File: src/inc/dmacs_regs.svh
// Register map, field positions and reset values of the channel status block.
// Assumes a 32-bit APB slave; byte address is four times the register index.
`ifndef DMACS_REGS_SVH
`define DMACS_REGS_SVH

// ***********************************************
// Register indices
// ***********************************************
`define DMACS_IDX_CTRL      10'h0C0
`define DMACS_IDX_CMD       10'h0C2
`define DMACS_IDX_STATE     10'h0C4
`define DMACS_IDX_FLAGS     10'h0C6
`define DMACS_IDX_PTR       10'h0D0
`define DMACS_IDX_CNT       10'h0D2
`define DMACS_IDX_CAP_PTR   10'h0D4
`define DMACS_IDX_CAP_CNT   10'h0D6

// ***********************************************
// Widths and fields
// ***********************************************
`define DMACS_PTR_W         20
`define DMACS_CNT_W         16
`define DMACS_CTRL_W        6
`define DMACS_CTRL_IDLE_IE  0
`define DMACS_CTRL_DRAIN_IE 1
`define DMACS_CTRL_PAUSE    2
`define DMACS_CTRL_REQ_POL  3
`define DMACS_CTRL_ACK_POL  4
`define DMACS_CTRL_SLAVE    5
`define DMACS_CMD_START     0
`define DMACS_FL_IDLE       0
`define DMACS_FL_DRAIN      1
`define DMACS_FL_TRANSFER_PARITY_FLAG       2
`define DMACS_FL_LATE       3
`define DMACS_FL_REJ        4
`define DMACS_FL_PIOE       5
`define DMACS_FL_PIOPE      6
`define DMACS_FL_ANY        7
`define DMACS_CTRL_RST      6'h00
`define DMACS_FLAGS_RST     7'h00

`endif

File: src/inc/dmacs_pkg.sv
// Types shared by the channel status block.
// Assumes dmacs_regs.svh is compiled alongside.
package dmacs_pkg;

    typedef enum logic [2:0] {
        ST_IDLE = 3'b001,
        ST_BUSY = 3'b010,
        ST_FULL = 3'b100
    } dmacs_state_e;

endpackage : dmacs_pkg

File: src/verilog/dmacs_sync.sv
// Two-stage synchroniser for the request and acknowledge pins.
// Assumes asynchronous pin levels; clk_sys domain only.
`timescale 1ns/1ps
`default_nettype none

module dmacs_sync (
    input  wire logic       clk_sys,
    input  wire logic       sys_rst,
    input  wire logic [1:0] pin_in,
    output logic      [1:0] pin_sync
);

    logic [1:0] stage1_reg;

    always_ff @(posedge clk_sys) begin
        if (sys_rst) begin
            stage1_reg <= 2'h0;
            pin_sync   <= 2'h0;
        end else begin
            stage1_reg <= pin_in;
            pin_sync   <= stage1_reg;
        end
    end

endmodule : dmacs_sync

`default_nettype wire

File: src/verilog/dmacs_top.sv
// Status and event flags of one DMA channel, with APB register access.
// Assumes same-clock event pulses from the transfer logic and async pins.
`timescale 1ns/1ps
`default_nettype none
`include "dmacs_regs.svh"

module dmacs_top (
    input  wire logic        clk_sys,
    input  wire logic        sys_rst,
    input  wire logic        psel,
    input  wire logic        penable,
    input  wire logic        pwrite,
    input  wire logic [11:0] paddr,
    input  wire logic [31:0] pwdata,
    output logic      [31:0] prdata,
    output logic             pready,
    output logic             pslverr,
    input  wire logic        peripheral_request,
    input  wire logic        peripheral_acknowledge,
    input  wire logic        fifo_empty_status,
    input  wire logic        xfer_byte,
    input  wire logic        fifo_late_event,
    input  wire logic        xfer_parity_event,
    input  wire logic        pio_active,
    input  wire logic        chan_reset_active,
    input  wire logic        pio_request,
    input  wire logic        pio_parity_event,
    output logic             channel_active_status,
    output logic             pipeline_full_status,
    output logic             chan_irq
);

    // ***********************************************
    // Decode
    // ***********************************************
    function automatic logic hit(input logic [11:0] a, input logic [9:0] idx);
        hit = (a == {idx, 2'b00});
    endfunction : hit

    dmacs_pkg::dmacs_state_e  state_reg;
    logic [`DMACS_CTRL_W-1:0] ctrl_reg;
    logic [6:0]               flag_reg;
    logic [6:0]               flag_set;
    logic [6:0]               flag_clr;
    logic [`DMACS_PTR_W-1:0]  ptr_reg;
    logic [`DMACS_CNT_W-1:0]  cnt_reg;
    logic [`DMACS_PTR_W-1:0]  nxt_ptr_reg;
    logic [`DMACS_CNT_W-1:0]  nxt_cnt_reg;
    logic [`DMACS_PTR_W-1:0]  cap_ptr_reg;
    logic [`DMACS_CNT_W-1:0]  cap_cnt_reg;
    logic                     discard_reg;
    logic                     active_d_reg;
    logic                     full_d_reg;
    logic [1:0]               pin_sync;
    logic                     wr_acc;
    logic                     setup;
    logic                     mapped;
    logic                     wr_ctrl;
    logic                     wr_flags;
    logic                     wr_ptr;
    logic                     wr_cnt;
    logic                     start_wr;
    logic                     err_block;
    logic                     refuse;
    logic                     accept;
    logic                     done;
    logic                     reload;
    logic                     req_state;
    logic                     ack_state;
    logic                     any_err;
    logic [7:0]               state_bits;
    logic [7:0]               flags_rd;
    logic [31:0]              rd_next;

    dmacs_sync u_sync (
        .clk_sys  (clk_sys),
        .sys_rst  (sys_rst),
        .pin_in   ({peripheral_acknowledge, peripheral_request}),
        .pin_sync (pin_sync)
    );

    assign setup    = psel && !penable;
    assign wr_acc   = psel && penable && pwrite;
    assign mapped   = hit(paddr, `DMACS_IDX_CTRL) || hit(paddr, `DMACS_IDX_CMD)
                   || hit(paddr, `DMACS_IDX_STATE) || hit(paddr, `DMACS_IDX_FLAGS)
                   || hit(paddr, `DMACS_IDX_PTR) || hit(paddr, `DMACS_IDX_CNT)
                   || hit(paddr, `DMACS_IDX_CAP_PTR) || hit(paddr, `DMACS_IDX_CAP_CNT);
    assign wr_ctrl  = wr_acc && hit(paddr, `DMACS_IDX_CTRL);
    assign wr_flags = wr_acc && hit(paddr, `DMACS_IDX_FLAGS);
    assign wr_ptr   = wr_acc && hit(paddr, `DMACS_IDX_PTR);
    assign wr_cnt   = wr_acc && hit(paddr, `DMACS_IDX_CNT);
    assign start_wr = wr_acc && hit(paddr, `DMACS_IDX_CMD) && pwdata[`DMACS_CMD_START];

    // ***********************************************
    // Channel state
    // ***********************************************
    assign channel_active_status = (state_reg != dmacs_pkg::ST_IDLE);
    assign pipeline_full_status  = (state_reg == dmacs_pkg::ST_FULL);
    assign err_block = flag_reg[`DMACS_FL_TRANSFER_PARITY_FLAG] || flag_reg[`DMACS_FL_LATE];
    assign refuse    = start_wr && (pipeline_full_status || err_block);
    assign accept    = start_wr && !refuse;
    assign done      = channel_active_status && xfer_byte && (cnt_reg == 16'h0001);
    // Pipeline taken only if not discarded and no parity stop pending
    assign reload    = done && pipeline_full_status && !discard_reg
                    && !flag_reg[`DMACS_FL_TRANSFER_PARITY_FLAG];

    always_ff @(posedge clk_sys) begin
        if (sys_rst) begin
            state_reg <= dmacs_pkg::ST_IDLE;
        end else begin
            unique case (state_reg)
                dmacs_pkg::ST_IDLE: begin
                    if (accept) begin
                        state_reg <= dmacs_pkg::ST_BUSY;
                    end
                end
                dmacs_pkg::ST_BUSY: begin
                    if (done) begin
                        state_reg <= dmacs_pkg::ST_IDLE;
                    end else if (accept) begin
                        state_reg <= dmacs_pkg::ST_FULL;
                    end
                end
                dmacs_pkg::ST_FULL: begin
                    if (reload) begin
                        state_reg <= dmacs_pkg::ST_BUSY;
                    end else if (done) begin
                        state_reg <= dmacs_pkg::ST_IDLE;
                    end
                end
            endcase
        end
    end

    always_ff @(posedge clk_sys) begin
        if (sys_rst) begin
            discard_reg <= 1'b0;
        end else if (done) begin
            discard_reg <= 1'b0;
        end else if (refuse && channel_active_status) begin
            discard_reg <= 1'b1;
        end
    end

    // ***********************************************
    // Pointer and counter, pipeline copies
    // ***********************************************
    always_ff @(posedge clk_sys) begin
        if (sys_rst) begin
            ptr_reg <= 20'h00000;
            cnt_reg <= 16'h0000;
        end else if (reload) begin
            ptr_reg <= nxt_ptr_reg;
            cnt_reg <= nxt_cnt_reg;
        end else begin
            if (channel_active_status && xfer_byte) begin
                ptr_reg <= ptr_reg + 20'h00001;
                cnt_reg <= cnt_reg - 16'h0001;
            end else if (!channel_active_status) begin
                if (wr_ptr) begin
                    ptr_reg <= pwdata[`DMACS_PTR_W-1:0];
                end
                if (wr_cnt) begin
                    cnt_reg <= pwdata[`DMACS_CNT_W-1:0];
                end
            end
        end
    end

    always_ff @(posedge clk_sys) begin
        if (sys_rst) begin
            nxt_ptr_reg <= 20'h00000;
            nxt_cnt_reg <= 16'h0000;
        end else if (state_reg == dmacs_pkg::ST_BUSY) begin
            if (wr_ptr) begin
                nxt_ptr_reg <= pwdata[`DMACS_PTR_W-1:0];
            end
            if (wr_cnt) begin
                nxt_cnt_reg <= pwdata[`DMACS_CNT_W-1:0];
            end
        end
    end

    always_ff @(posedge clk_sys) begin
        if (sys_rst) begin
            cap_ptr_reg <= 20'h00000;
            cap_cnt_reg <= 16'h0000;
        end else if (xfer_parity_event || (fifo_late_event && !ctrl_reg[`DMACS_CTRL_PAUSE])) begin
            cap_ptr_reg <= ptr_reg;
            cap_cnt_reg <= cnt_reg;
        end
    end

    // ***********************************************
    // Control register
    // ***********************************************
    always_ff @(posedge clk_sys) begin
        if (sys_rst) begin
            ctrl_reg <= `DMACS_CTRL_RST;
        end else if (wr_ctrl && !channel_active_status) begin
            ctrl_reg <= pwdata[`DMACS_CTRL_W-1:0];
        end
    end

    // ***********************************************
    // Event flags
    // ***********************************************
    always_ff @(posedge clk_sys) begin
        if (sys_rst) begin
            active_d_reg <= 1'b0;
            full_d_reg   <= 1'b0;
        end else begin
            active_d_reg <= channel_active_status;
            full_d_reg   <= pipeline_full_status;
        end
    end

    always_comb begin
        flag_set = 7'h00;
        flag_set[`DMACS_FL_IDLE]  = ctrl_reg[`DMACS_CTRL_IDLE_IE]
                                 && active_d_reg && !channel_active_status;
        flag_set[`DMACS_FL_DRAIN] = ctrl_reg[`DMACS_CTRL_DRAIN_IE]
                                 && full_d_reg && !pipeline_full_status;
        flag_set[`DMACS_FL_TRANSFER_PARITY_FLAG]  = xfer_parity_event;
        flag_set[`DMACS_FL_LATE]  = fifo_late_event && channel_active_status
                                 && !ctrl_reg[`DMACS_CTRL_PAUSE];
        flag_set[`DMACS_FL_REJ]   = refuse;
        flag_set[`DMACS_FL_PIOE]  = (pio_request && ctrl_reg[`DMACS_CTRL_SLAVE])
                                 || (wr_ctrl && channel_active_status);
        flag_set[`DMACS_FL_PIOPE] = pio_parity_event;
    end

    assign flag_clr = wr_flags ? pwdata[6:0] : 7'h00;

    always_ff @(posedge clk_sys) begin
        if (sys_rst) begin
            flag_reg <= `DMACS_FLAGS_RST;
        end else begin
            flag_reg <= (flag_reg & ~flag_clr) | flag_set;
        end
    end

    assign any_err  = |flag_reg[6:2];
    assign chan_irq = |flag_reg;

    // ***********************************************
    // Read path
    // ***********************************************
    assign req_state  = pin_sync[0] ^ ctrl_reg[`DMACS_CTRL_REQ_POL];
    assign ack_state  = pin_sync[1] ^ ctrl_reg[`DMACS_CTRL_ACK_POL];
    assign state_bits = {2'b00, ack_state, req_state,
                         pio_active || chan_reset_active,
                         fifo_empty_status,
                         pipeline_full_status, channel_active_status};
    assign flags_rd   = {any_err, flag_reg};

    always_comb begin
        rd_next = 32'h00000000;
        if (hit(paddr, `DMACS_IDX_CTRL)) begin
            rd_next[`DMACS_CTRL_W-1:0] = ctrl_reg;
        end else if (hit(paddr, `DMACS_IDX_STATE)) begin
            rd_next[7:0] = state_bits;
        end else if (hit(paddr, `DMACS_IDX_FLAGS)) begin
            rd_next[7:0] = flags_rd;
        end else if (hit(paddr, `DMACS_IDX_PTR)) begin
            rd_next[`DMACS_PTR_W-1:0] = ptr_reg;
        end else if (hit(paddr, `DMACS_IDX_CNT)) begin
            rd_next[`DMACS_CNT_W-1:0] = cnt_reg;
        end else if (hit(paddr, `DMACS_IDX_CAP_PTR)) begin
            rd_next[`DMACS_PTR_W-1:0] = cap_ptr_reg;
        end else if (hit(paddr, `DMACS_IDX_CAP_CNT)) begin
            rd_next[`DMACS_CNT_W-1:0] = cap_cnt_reg;
        end
    end

    // Read data captured in the setup cycle, stable through access
    always_ff @(posedge clk_sys) begin
        if (sys_rst) begin
            prdata <= 32'h00000000;
        end else if (setup && !pwrite) begin
            prdata <= rd_next;
        end
    end

    assign pready  = 1'b1;
    assign pslverr = psel && penable && !mapped;
endmodule : dmacs_top

`default_nettype wire

File: config.mk
export PLATFORM = sky130hd
export DESIGN_NAME = dmacs_top
export DESIGN_NICKNAME = d
export VERILOG_FILES = /design/src/inc/dmacs_pkg.sv /design/src/verilog/dmacs_sync.sv /design/src/verilog/dmacs_top.sv
export VERILOG_INCLUDE_DIRS = /design/src /design/src/inc
export SDC_FILE = /design/constraint.sdc
export NUM_CORES = 1
export LEC_CHECK = 0
export ABC_CLOCK_PERIOD_IN_PS = 5900
export BUFFER_PORTS_ARGS = -buffer_cell sky130_fd_sc_hd__buf_2
export CAP_MARGIN = 20
export CORE_MARGIN = 2
export CORE_UTILIZATION = 45
export CTS_BUF_LIST = sky130_fd_sc_hd__clkbuf_4
export DETAILED_ROUTE_END_ITERATION = 8
export PLACE_DENSITY = 0.62
export SLEW_MARGIN = 0
export SYNTH_ARGS = -nofsm -noshare
export SYNTH_HDL_FRONTEND = slang
export SYNTH_HIERARCHICAL = 1
export SYNTH_SLANG_ARGS = --single-unit
File: constraint.sdc
create_clock -name clk_sys -period 5.9 [get_ports clk_sys]
set_clock_uncertainty 0.2 [all_clocks]
set_input_delay 1.18 -clock clk_sys [delete_from_list [all_inputs] [get_ports clk_sys]]
set_output_delay 1.18 -clock clk_sys [all_outputs]
set_load 0.01 [all_outputs]
# Word-level counts from Yosys, hierarchy flattened

Index checks and enable logic that the tools add are counted.

Register bits: 151
Input bits: 59
Output and inout bits: 37

Add/subtract/negate cells: 2
Equality and inequality tests: 17
Mux-type cells: 27
Bitwise operators: 5
Reduce and logical (&&, ||, !) cells: 60

Operators with widths:

| kind                  | number |
|---|---|
| $mux 16               | 7 |
| $mux 20               | 5 |
| $eq 12x10->1 const B  | 8 |
| $logic_and 1x1->1     | 29 |
| $mux 12               | 2 |
| $add 20x1->20 const B | 1 |
| $eq 16x1->1 const B   | 1 |
| $mux 8                | 2 |
| $sub 16x1->16 const B | 1 |
| $mux 3                | 5 |
| $mux 14               | 1 |
| $logic_or 1x1->1      | 12 |
| $logic_not 1->1       | 9 |
| $ne 3x1->1 const B    | 3 |
| $pmux 3 s3            | 1 |
| $mux 4                | 2 |
| $reduce_and 2->1      | 4 |
| $and 7x7->7           | 1 |
| $mux 7                | 1 |
| $not 7->7             | 1 |
| $or 7x7->7            | 1 |
| $reduce_or 7->1       | 1 |
| $mux 6                | 1 |
| $reduce_bool 3->1     | 2 |
| 9 further kinds       | 10 |

# Longest topological paths before layout

Depth after elaboration: 10
Gate-level depth with buffers: 10
Mapped depth without buffers: 8

# Modules after synthesis

The synthesis kept the hierarchy.

By module, submodules not included:

| module     | instances | cells each | area an instance (µm²) | sequential area each (µm²) |
|---|---|---|---|---|
| dmacs_top  | 1         | 966        | 7465.9                 | 2942.8 |
| dmacs_sync | 1         | 8          | 105.1                  | 80.1 |

# Worst setup path after synthesis

Ideal clock, no wire load.

Path type: input -> output
Start point: input port paddr[0]
End point: output port pslverr
Data arrival time: 2205 ps
Slack: 2315 ps
Cell stages on the path: 3
Cells stage by stage: or4_4 nor3_2 nor3_1

Cells in the longest elaborated chain, start to end: 10
Elaborated cells on any way between the ends: 17

Ends and longest elaborated chain:

| element                       | RTL line         | text |
|---|---|---|
| start, declared               | dmacs_top.sv:13  | `input wire logic [11:0] paddr,` |
| $eq 12x10->1                  | dmacs_top.sv:37  | `hit = (a == {idx, 2'b00});` |
| $logic_or 1x1->1 (6 in a row) | dmacs_top.sv:84  | `` assign mapped = hit(paddr, `DMACS_IDX_CTRL) \|\| hit(paddr, `DMACS_IDX_CMD) `` |
| $logic_or 1x1->1 (*)          | dmacs_top.sv:84  |  |
| $logic_not 1->1 (*)           | dmacs_top.sv:286 | `assign pslverr = psel && penable && !mapped;` |
| $logic_and 1x1->1 (*)         | dmacs_top.sv:286 |  |
| end, declared                 | dmacs_top.sv:17  | `output logic pslverr,` |

Every way passes the cells marked *; elsewhere a longest branch is shown, timed or not.

# Final worst setup path

Ends and elaborated chain as after synthesis.

==> impl_metrics.py <==
metrics = {
    "clock_tree": {
        "clock_latency_ns": 0.59,
        "clock_sinks": 151,
        "htreeDepth": 4,
        "cts-root-buf": "clkbuf_4",
        "cts_tree": "done",
        "cts_resized": 0,
        "postCtsHoldBufs": 0,
        "cts_setup_buffers": 0,
        "clockBufferDepth": 2,
        "clkTransAtPathRegs_ns": 0.12,
        "cts_buffers": 17,
    },
    "synthesis": {
        "yosysUniqueCellTypes": 66,
        "synthXorXnorAreaFrac": 0.03123,
        "synthCells": 974,
        "ys_async_sr_fraction": 0,
        "muxShareOfSynthArea": 0.05189,
        "synth_compound_area_frac": 0.1957,
        "synthFlopType": "dfxtp_1",
        "synth_fa_ha_area_frac": 0.004958,
        "syn_area_um2": 7571,
        "synth_top_area_cell": "dfxtp_1",
        "ys_top_cells_by_area": "dfxtp_1 (40%), nand2_1 (8.8%), nor2_1 (6.3%)",
        "synth_top_family_by_area": "simple AND/OR/NAND/NOR gates",
        "syn_area_per_cell_um2": 7.773,
        "yosysSeqAreaShare": 0.3993,
        "yosys.area_share.simple": 0.2583,
        "ys_seq_elements": 151,
        "synth_edf_count": 0,
        "yosys_warnings": 6,
        "synth_top_area_share": 0.3993,
        "synth_common_cells": "nand2_1 (177), dfxtp_1 (151), nor2_1 (127)",
        "synth_most_common_cell": "nand2_1",
    },
    "global_route": {
        "grt_max_degree": 80,
        "first_global_vias": 6339,
        "grt.overflow.total": 0,
        "grt_usage": 0.2550,
        "grt_pass1_wl_um": 35690,
        "antenna_found_initial": 1,
    },
    "place": {
        "dp_hpwl_um": 15010,
        "portBuffers": 70,
        "gp_congestion": 0.9097,
    },
    "setup_path": {
        "worst-setup-path-type": "primary input to output pin",
        "critPathCaptureType": "output pin",
        "reg2reg_to": "cnt_reg[1]",
        "start_kind": "primary input",
        "crit_path_start": "paddr[0]",
        "crit_fanout": 6,
        "reg2reg_depth": 6,
        "rrSetupSlack_ns": 2.75,
        "arrival_ns": 2.68,
        "regToRegStartpoint": "state_reg[0]",
        "worstPathRequired_ns": 4.52,
    },
    "power_and_ir_drop": {
        "power_frac_comb": 0.160,
        "powerDensity_nw_per_um2": 261.7,
        "seqPwrFrac": 0.521,
        "intPower_w": 0.001492,
        "power.switching_w": 0.0006603,
        "swShare": 0.3068,
        "peakVddDrop_uv": 117.0,
        "power_w": 0.002152,
        "power_leakage_nw": 2.871,
        "pwr-share-clk": 0.319,
    },
    "finish": {
        "fillers": 1663,
        "drive_gt1_frac": 0.1383,
        "multi_input_area_um2": 4167,
        "area_growth_pct": 8.610,
        "nets": 1061,
        "regArea_um2": 3023,
    },
    "floorplan": {
        "io_pins": 96,
        "fp.dieArea_um2": 17880,
        "fp.coreArea_um2": 16520,
        "fp.dieH_um": 133.7,
        "die_w_um": 133.7,
        "initial_core_util": 0.4582,
        "rows": 47,
    },
    "status": {
        "outcome": "completed",
    },
    "sta": {
        "fin_crit_ns": 4.058,
        "fin_tns_setup_ns": 0,
        "slew_headroom": 0.2284,
        "hold_viol": 0,
        "drv_slew": 0,
        "fin_crit_sh": 0.6878,
        "grt_setup_unrepaired": "no",
        "worst_pin_slew_ns": 1.154,
        "fmax_mhz": 246.4,
        "finalSetupViolations": 0,
    },
    "hold_path": {
        "hold_end": "prdata[0]",
        "hp-class": "flop to flop",
        "hold_depth": 2,
        "hold_start": "prdata[0]",
    },
    "drt": {
        "ant_nets": 0,
        "wl_um": 22420,
        "drc": 0,
        "drt-initial-drc-count": 772,
        "avgRoutedWirePerCell_um": 18.19,
        "dr.pass1.iters": 5,
        "avgViaCountPerCell": 5.779,
        "vias": 7125,
    },
    "job": {
        "cap_violations": 0,
    },
}
-- per-layer routing --
metal | part of all wire | track usage | wire (um) | vias to the layer above
met1 | 0.47 | 0.3670 | 10460 | 3339
met5 | 0 | 0 | 0 | -
met3 | 0.069 | 0.03919 | 1542 | 34
met4 | 0.020 | 0.08333 | 457 | 0
met2 | 0.44 | 0.3909 | 9969 | 276
li1 | - | - | - | 3476
-- cells by family (layout without fill, tap and decap cells) --
family	Yosys count	count (layout)
AND/OR/NAND/NOR	429	429
AO/OA/AOI/OAI	231	231
flip-flops	151	151
buffers and inverters	94	121
multiplexers	37	37
XOR/XNOR	27	27
adder cells (fa/ha/maj)	3	3
other	2	14
-- layout by cell type, fill, tap and decap left out, types with 3 or more instances in the layout --
cell type,n
nand2_1,177
dfxtp_1,151
nor2_1,126
a21oi_1,83
buf_2,69
a211oi_1,59
nor3_1,36
o21ai_0,30
mux2i_1,28
clkbuf_4,19
nand3_1,17
xnor2_1,17
o22ai_1,16
nor4_1,13
conb_1,13
xor2_1,10
buf_4,10
mux2_2,8
inv_1,8
and3_1,7
a211o_1,7
nor2b_1,7
nand4_1,7
a311oi_1,6
nand3b_1,5
a22oi_1,5
a32oi_1,5
nand2b_1,5
or4_1,4
clkinv_2,4
or2_2,3
ha_1,3
bufinv_16,3
-- power by group through the flow --
stage	logic, W	clock network [W]	registers (W)
detailed placement	0.000339	0	0.00114
finish	0.000344	0.000687	0.00112
global route	0.000380	0.000744	0.00113
global placement	0.000339	0	0.00114
floorplan	0.000272	0	0.00111
CTS	0.000343	0.000700	0.00112
-- worst max path at each step --
stage                         end  slack, ns  depth (start not counted)
after floorplan           pslverr       2.31                          3
after detailed placement  pslverr       1.84                          5
final                     pslverr       1.84                          5
after CTS                 pslverr       1.84                          5
after global routing      pslverr       1.75                          5
after global placement    pslverr       1.85                          5
-- layout make-up --
cell class | instances | area share
multi-input combinational | 740 | 0.5067
sequential | 151 | 0.3676
clock buffer | 19 | 0.01735
inverter | 10 | 0.004565
tap | 220 | 0.03348
antenna | 1 | 0.0003043
clock inverter | 13 | 0.01887
timing repair buffer | 79 | 0.05113
-- per-stage QoR --
stage / instances / worst slack [ns] / util / instance area [um2] / hold slack, ns
after CTS: 1232 / 1.842 / 0.4975 / 8220 / 0.2526
after floorplan: 985 / 2.315 / - / 7612 / 0.2138
after detailed placement: 1200 / 1.840 / 0.4794 / 7923 / 0.2348
after global placement: 1200 / 1.847 / 0.4794 / 7923 / 0.2265
after global routing: 1233 / 1.751 / 0.4976 / 8223 / 0.2649
final: 1233 / 1.842 / 0.4976 / 8223 / 0.2487
-- worst max-delay path, stage by stage --
cell,delay [ns]
buf_2,0.10
or4_4,0.58
nor3_2,0.55
nor3_1,0.10
buf_2,0.16
(Power assumes the default switching activity.)
